===== src/inc/reo_pkg.sv =====
package reo_pkg;
    localparam logic [7:0] OFS_DISABLE    = 8'h9f;
    localparam logic [7:0] OFS_FORCE_A    = 8'ha0;
    localparam logic [7:0] OFS_FORCE_B    = 8'ha1;
    // disable register fields
    localparam int BIT_SHARED_DIS = 7;
    localparam int BIT_SWITCH_B1_DISABLE   = 6;
    localparam int BIT_SWITCH_A1_DISABLE   = 5;
    localparam int BIT_TERM_DIS   = 4;
    // second override register fields
    localparam int BIT_TERM_EN    = 3;
    localparam int BIT_SHARED_EN  = 2;
    localparam int BIT_SWITCH_B1_FORCE_ON    = 1;
    localparam int BIT_LDO3_EN    = 0;
    localparam int LVL_LSB        = 4;
    // rail enable vector index
    localparam int NUM_RAILS      = 13;
    localparam int RAIL_STEP1     = 0;
    localparam int RAIL_LDO2      = 6;
    localparam int RAIL_LOAD_SWITCH_A1      = 7;
    localparam int RAIL_LDO3      = 8;
    localparam int RAIL_LOAD_SWITCH_B1      = 9;
    localparam int RAIL_SHARED    = 10;
    localparam int RAIL_TERM      = 11;
    localparam int RAIL_OTHER     = 12;
    localparam int NUM_GPO        = 4;
    // reset values
    localparam logic [7:0] RST_DISABLE = 8'hf0;
    localparam logic [7:0] RST_FORCE_A = 8'h00;
    localparam logic [7:0] RST_FORCE_B = 8'h00;
    localparam logic [7:0] RST_RDATA   = 8'h00;
endpackage


===== src/core/reo_rail_gate.sv =====
`timescale 1ns/10ps
module reo_rail_gate
    import reo_pkg::*;
(
    input  wire logic permit,     // disable bit, 1 allows the rail
    input  wire logic force_on,   // override bit
    input  wire logic pin_enable, // control pin or power-good enable
    output logic      rail_on     // effective enable
);
    assign rail_on = permit & (force_on | pin_enable);
endmodule // reo_rail_gate


===== src/core/reo_rail_enable_regs.sv =====
`timescale 1ns/10ps
// Contract
// - The disable register holds permit bits: bit 7 shared rail, 6 switch b1, 5 switch a1, 4 termination rail.
// - A permit bit of 0 keeps its rail off whatever the control pins do.
// - A factory setting chooses whether the shared bits act on load switch b2 or adjustable ldo one.
// - The first override register holds force bits for ldo two, switch a1 and step-down rails 6 to 1.
// - With its override bit 0 a rail follows its pin or power-good enable while its permit bit is 1.
// - With its override bit 1 a rail is forced on unless its permit bit is 0.
// - Second override bits 3, 2, 1 force the termination rail, shared rail and switch b1.
// - Second override bits 7 to 4 set the levels of general outputs 4 to 1 under register control.
// - A register-controlled output is driven low for level 0; for level 1 a push-pull output is driven high and an open-drain output is released.
// - Output 4 is open-drain only; outputs 1 to 3 may be open-drain or push-pull.
// - A non-register-controlled output follows its power-good tree and its level bit stays 0.
// - Second override bit 0 forces ldo three on unless its permit bit is 0.
module reo_rail_enable_regs
    import reo_pkg::*;
#(
    parameter logic [7:0] RESET_DISABLE = RST_DISABLE,
    parameter logic [7:0] RESET_FORCE_A = RST_FORCE_A,
    parameter logic [7:0] RESET_FORCE_B = RST_FORCE_B
)
(
    input  wire logic                 clk,            // 10 MHz clock
    input  wire logic                 reset,          // synchronous, active high
    input  wire logic [7:0]           reg_addr,       // register offset from serial front end
    input  wire logic [7:0]           reg_wdata,      // write byte
    input  wire logic                 reg_write,      // write strobe, one cycle
    input  wire logic                 reg_read,       // read strobe, one cycle
    output logic      [7:0]           reg_rdata,      // read byte, valid cycle after reg_read
    input  wire logic                 shared_sel_ldo, // factory: 1 shared bits act on ldo one, 0 on switch b2
    input  wire logic [NUM_GPO-1:0]   gpo_reg_ctl,    // factory: output is register controlled
    input  wire logic [NUM_GPO-1:0]   gpo_push_pull,  // factory: output is push-pull
    input  wire logic [NUM_GPO-1:0]   gpo_pg_tree,    // power-good tree level per output
    input  wire logic [NUM_RAILS-1:0] pin_enable,     // control pin or power-good enable per rail
    input  wire logic [NUM_RAILS-1:0] ext_permit,     // permit bits held in other banks
    output logic      [NUM_RAILS-1:0] rail_en,        // effective rail enables
    output logic                      switch_b2_en,   // load switch b2 enable
    output logic                      ldo_one_en,     // adjustable ldo one enable
    output logic      [NUM_GPO-1:0]   gpo_out,        // general output pin level
    output logic      [NUM_GPO-1:0]   gpo_oe          // general output pin drive enable
);
    typedef struct packed {
        logic [7:0]           dis;
        logic [7:0]           force_a;
        logic [7:0]           force_b;
        logic [7:0]           rdata;
        logic [NUM_RAILS-1:0] rail;
        logic                 load_switch_b2;
        logic                 ldo1;
        logic [NUM_GPO-1:0]   out;
        logic [NUM_GPO-1:0]   oe;
    } reo_state_type;

    reo_state_type        state_reg;
    reo_state_type        state_next;
    logic [NUM_RAILS-1:0] permit;
    logic [NUM_RAILS-1:0] force_on;
    logic [NUM_RAILS-1:0] gate_on;
    logic [NUM_GPO-1:0]   lvl_mask;
    logic [NUM_GPO-1:0]   ctl_eff;
    logic [NUM_GPO-1:0]   pp_eff;

    // output 4 cannot be push-pull
    assign pp_eff   = {1'b0, gpo_push_pull[NUM_GPO-2:0]};
    assign ctl_eff  = gpo_reg_ctl;
    assign lvl_mask = ctl_eff;

    always_comb
    begin
        permit                 = ext_permit;
        permit[RAIL_SHARED]    = state_reg.dis[BIT_SHARED_DIS];
        permit[RAIL_LOAD_SWITCH_B1]      = state_reg.dis[BIT_SWITCH_B1_DISABLE];
        permit[RAIL_LOAD_SWITCH_A1]      = state_reg.dis[BIT_SWITCH_A1_DISABLE];
        permit[RAIL_TERM]      = state_reg.dis[BIT_TERM_DIS];
        force_on               = '0;
        force_on[RAIL_STEP1+:6] = state_reg.force_a[5:0];
        force_on[RAIL_LDO2]    = state_reg.force_a[7];
        force_on[RAIL_LOAD_SWITCH_A1]    = state_reg.force_a[6];
        force_on[RAIL_TERM]    = state_reg.force_b[BIT_TERM_EN];
        force_on[RAIL_SHARED]  = state_reg.force_b[BIT_SHARED_EN];
        force_on[RAIL_LOAD_SWITCH_B1]    = state_reg.force_b[BIT_SWITCH_B1_FORCE_ON];
        force_on[RAIL_LDO3]    = state_reg.force_b[BIT_LDO3_EN];
    end

    genvar g;
    generate
        for (g = 0; g < NUM_RAILS; g = g + 1)
        begin : gen_gate
            reo_rail_gate u_gate
            (
                .permit     (permit[g]),
                .force_on   (force_on[g]),
                .pin_enable (pin_enable[g]),
                .rail_on    (gate_on[g])
            );
        end
    endgenerate

    always_comb
    begin
        state_next = state_reg;
        if (reg_write)
        begin
            case (reg_addr)
                OFS_DISABLE: state_next.dis     = reg_wdata;
                OFS_FORCE_A: state_next.force_a = reg_wdata;
                OFS_FORCE_B: state_next.force_b = {reg_wdata[7:LVL_LSB] & lvl_mask,
                                                   reg_wdata[LVL_LSB-1:0]};
                default:     state_next.dis     = state_reg.dis;
            endcase
        end
        // factory setting may change: unused level bits fall back to 0
        state_next.force_b[7:LVL_LSB] = state_next.force_b[7:LVL_LSB] & lvl_mask;
        if (reg_read)
        begin
            case (reg_addr)
                OFS_DISABLE: state_next.rdata = state_reg.dis;
                OFS_FORCE_A: state_next.rdata = state_reg.force_a;
                OFS_FORCE_B: state_next.rdata = state_reg.force_b;
                default:     state_next.rdata = RST_RDATA;
            endcase
        end
        state_next.rail = gate_on;
        // the shared pair: only the selected rail obeys the shared bits
        state_next.ldo1 = shared_sel_ldo ? gate_on[RAIL_SHARED] : (ext_permit[RAIL_SHARED]
                          & pin_enable[RAIL_SHARED]);
        state_next.load_switch_b2 = shared_sel_ldo ? (ext_permit[RAIL_SHARED] & pin_enable[RAIL_SHARED])
                          : gate_on[RAIL_SHARED];
        for (int i = 0; i < NUM_GPO; i++)
        begin
            if (ctl_eff[i])
            begin
                // level from register: push-pull drives both, open-drain only pulls low
                state_next.out[i] = pp_eff[i] & state_reg.force_b[LVL_LSB+i];
                state_next.oe[i]  = pp_eff[i] | ~state_reg.force_b[LVL_LSB+i];
            end
            else
            begin
                state_next.out[i] = pp_eff[i] & gpo_pg_tree[i];
                state_next.oe[i]  = pp_eff[i] | ~gpo_pg_tree[i];
            end
        end
        if (reset)
        begin
            state_next       = '0;
            state_next.dis   = RESET_DISABLE;
            state_next.force_a = RESET_FORCE_A;
            state_next.force_b = RESET_FORCE_B;
        end
    end

    always_ff @(posedge clk)
    begin
        state_reg <= state_next;
    end

    assign reg_rdata    = state_reg.rdata;
    assign rail_en      = state_reg.rail;
    assign switch_b2_en = state_reg.load_switch_b2;
    assign ldo_one_en   = state_reg.ldo1;
    assign gpo_out      = state_reg.out;
    assign gpo_oe       = state_reg.oe;
endmodule // reo_rail_enable_regs


===== config.mk =====
export PLATFORM = sky130hd
export DESIGN_NAME = reo_rail_enable_regs
export DESIGN_NICKNAME = d
export VERILOG_FILES = /design/src/inc/reo_pkg.sv /design/src/core/reo_rail_gate.sv /design/src/core/reo_rail_enable_regs.sv
export SDC_FILE = /design/constraint.sdc
export NUM_CORES = 1
export LEC_CHECK = 0
export BUFFER_PORTS_ARGS = -buffer_cell sky130_fd_sc_hd__buf_2
export CORE_AREA = 2 2 82 84
export CTS_BUF_LIST = sky130_fd_sc_hd__clkbuf_8
export DETAILED_ROUTE_END_ITERATION = 10
export DIE_AREA = 0 0 84 86
export GPL_TIMING_DRIVEN = 1
export PLACE_DENSITY = 0.72
export SYNTH_ARGS = -nofsm -noshare
export SYNTH_HDL_FRONTEND = slang
export SYNTH_SLANG_ARGS = --single-unit

===== constraint.sdc =====
create_clock -name clk -period 1.7 [get_ports clk]
set_input_delay 0.255 -clock clk [delete_from_list [all_inputs] [get_ports clk]]
set_output_delay 0.255 -clock clk [all_outputs]
set_load 0.005 [all_outputs]

==> results.sh <==
export IMPL_outcome="completed"
export IMPL_postLayoutCellArea_um2=2914
export IMPL_path_buf_inv=2
export IMPL_worstPathArrival_ns=1.54
export IMPL_fillers=603
export IMPL_largest_register_ffs=13
export IMPL_initial_core_util=0.3919
export IMPL_dieArea_um2=7224
export IMPL_p_comb_frac=0.090
export IMPL_wl_per_cell_um=13.32
export IMPL_multi_input_area_um2=1105
export IMPL_grt_pass1_wl_um=8480
export IMPL_switchingPower_uw=527.6
export IMPL_synth_yosys_warnings=0
export IMPL_r2r_end="reg_rdata[2]"
export IMPL_irDropWorstVdd_v=0.0003506
export IMPL_setup_tns_final_ns=0
export IMPL_path_cells="buf_2, or4b_4, nor3b_2, buf_4, mux2i_1"
export IMPL_clk_pin_slew_ns=0.10
export IMPL_drv_cap=0
export IMPL_yosysTopAreaCell="dfxtp_1"
export IMPL_crit_type="input port to register"
export IMPL_synth_distinct_cells=30
export IMPL_cts_root_buf="clkbuf_8"
export IMPL_synthArstFlopShare=0
export IMPL_hold_depth=3
export IMPL_worstMarginPinSlew_ns=0.5244
export IMPL_endpoint_kind="register"
export IMPL_ys_seq_area_frac=0.4395
export IMPL_slew_headroom=0.6491
export IMPL_antenna_found_initial=0
export IMPL_placedInstanceArea_um2=2809
export IMPL_required_ns=1.94
export IMPL_post_cts_buffers=0
export IMPL_power_leakage_nw=1.294
export IMPL_r2r_start="force_on[10]"
export IMPL_synthTopCellsByCount="dfxtp_1, buf_4, nor2_1"
export IMPL_fp_dieH_um=86
export IMPL_numCtsBuffers=5
export IMPL_cts_resized=0
export IMPL_internal_power_mw=1.774
export IMPL_hold_class="input port to register"
export IMPL_seq_power_share=0.563
export IMPL_syn2layout_area_growth_pct=18.46
export IMPL_drv_slew=0
export IMPL_dr_pass1_iters=4
export IMPL_num_antenna_cells=0
export IMPL_worstHoldStart="pin_enable[12]"
export IMPL_synthCells=242
export IMPL_cts_hold_buf=0
export IMPL_htreeDepth=2
export IMPL_crit_family="simple AND/OR/NAND/NOR gates"
export IMPL_critical_path_max_fanout=5
export IMPL_cts_buffer_depth=2
export IMPL_timing_fmax_mhz=766.8
export IMPL_finalHoldViolations=0
export IMPL_rsz0062_at_grt="false"
export IMPL_vias=1797
export IMPL_drtIter0Drc=100
export IMPL_p_clk_frac=0.347
export IMPL_cts_sinks=54
export IMPL_seqCellArea_um2=1081
export IMPL_routed_wirelength_um=5114
export IMPL_synth_edf_count=0
export IMPL_power_per_cell_area_nw_per_um2=789.8
export IMPL_layout_nets=365
export IMPL_cts_tree="done"
export IMPL_timing_final_crit_share=0.7671
export IMPL_hpwlAfterDp_um=3858
export IMPL_antenna_left=0
export IMPL_holdPathEnd="rail_en[12]"
export IMPL_grt_overflow=0
export IMPL_cp_slowest_stage_delay_ns=0.56
export IMPL_ys_top_cells_by_area="dfxtp_1, mux2i_1, buf_4, nand2b_1, mux2_2"
export IMPL_switching_share=0.2293
export IMPL_start_kind="input port"
export IMPL_num_rows=29
export IMPL_coreArea_um2=6277
export IMPL_synth_seq_cells=54
export IMPL_r2r_setup_slack_ns=0.66
export IMPL_worstSkewPairLatency_ns=0.31
export IMPL_io_pins=90
export IMPL_syn_area_um2=2460
export IMPL_cp_num_cells=5
export IMPL_grt_max_degree=50
export IMPL_setup_violations=0
export IMPL_grt_usage=0.1469
export IMPL_slowest_stage="or4b_4"
export IMPL_syn_nets=301
export IMPL_layout_drive_gt1_share=0.4072
export IMPL_synthMostInstantiatedCell="dfxtp_1"
export IMPL_synth_top_area_share=0.4395
export IMPL_synth_main_ff_cell="dfxtp_1"
export IMPL_io_buffers=84
export IMPL_die_x_um=84
export IMPL_hold_ws_ns=0.1496
export IMPL_vias_per_cell=4.680
export IMPL_min_period_ns=1.304
export IMPL_gp_congestion=0.7507
export IMPL_grt_pass1_vias=1860
export IMPL_syn_avg_cell_area_um2=10.16
export IMPL_drc_errors=0
export IMPL_worst_r2r_cell_count=2
export IMPL_fin_skew_ns=0.006199
## per-layer routing
layer	GRT usage	vias up	share of wire
met2	0.2560	46	0.47
li1	-	920	-
met4	0.05279	0	0.014
met3	0.03657	7	0.053
met5	0	-	0
met1	0.1763	824	0.46
## power by group through the flow
stage	combinational, mW	clock [mW]	sequential [mW]
detailed placement	0.209	0	1.32
floorplan	0.128	0	1.32
global route	0.233	0.869	1.30
global placement	0.205	0	1.32
finish	0.208	0.799	1.29
CTS	0.210	0.822	1.30
## metrics by stage
stage | std cells | setup WS, ns | util | power (mW)
after global routing | 384 | 0.3362 | 0.4642 | 2.400
after detailed placement | 376 | 0.06913 | 0.4475 | 1.534
after global placement | 376 | 0.1066 | 0.4475 | 1.529
final | 384 | 0.3958 | 0.4642 | 2.301
after CTS | 384 | 0.3972 | 0.4642 | 2.327
after floorplan | 242 | 0.2857 | - | 1.452
## layout make-up
cell class | instances | share of cell area
clock buffers | 7 | 0.03306
well taps | 77 | 0.03306
inverters | 1 | 0.001288
clock inverters | 1 | 0.003006
multi-input cells | 148 | 0.3791
flip-flops and latches | 54 | 0.3710
repair buffers | 96 | 0.1795
## placed cells by master (no fill, tap or decap), types with 8 or more instances in the layout
master / instances
a221o_1: 8
dfxtp_1: 54
nand2b_1: 24
nor3b_1: 14
mux2_2: 10
nor2_1: 30
nand3b_1: 8
buf_2: 84
mux2i_1: 27
buf_4: 11
## cells by family (layout without fill, tap and decap cells)
logic type | after synthesis | after routing | share of synthesized area
and+or+nand+nor | 100 | 100 | 0.2523
AOI/OAI and AO/OA | 10 | 10 | 0.03764
other | 1 | 1 | 0.001524
DFF | 54 | 54 | 0.4395
muxes | 37 | 37 | 0.1556
buffers and inverters | 40 | 105 | 0.1134
## worst min-delay path: cells and delay by family
| family | cells | cell delay [ns] |
|---|---|---|
| buffers and inverters | 1 | 0.09 |
| and+or+nand+nor | 2 | 0.08 |
## worst max-delay path by stage
stage                     start     endpoint  slack (ns)
CTS                 reg_addr[4]  force_on[4]        0.40
finish              reg_addr[4]  force_on[4]        0.40
detailed placement  reg_addr[4]  force_on[4]        0.07
floorplan           reg_addr[4]  force_on[3]        0.29
global placement    reg_addr[4]  force_on[7]        0.11
global route        reg_addr[4]  force_on[4]        0.34
(Power assumes the default switching activity.)
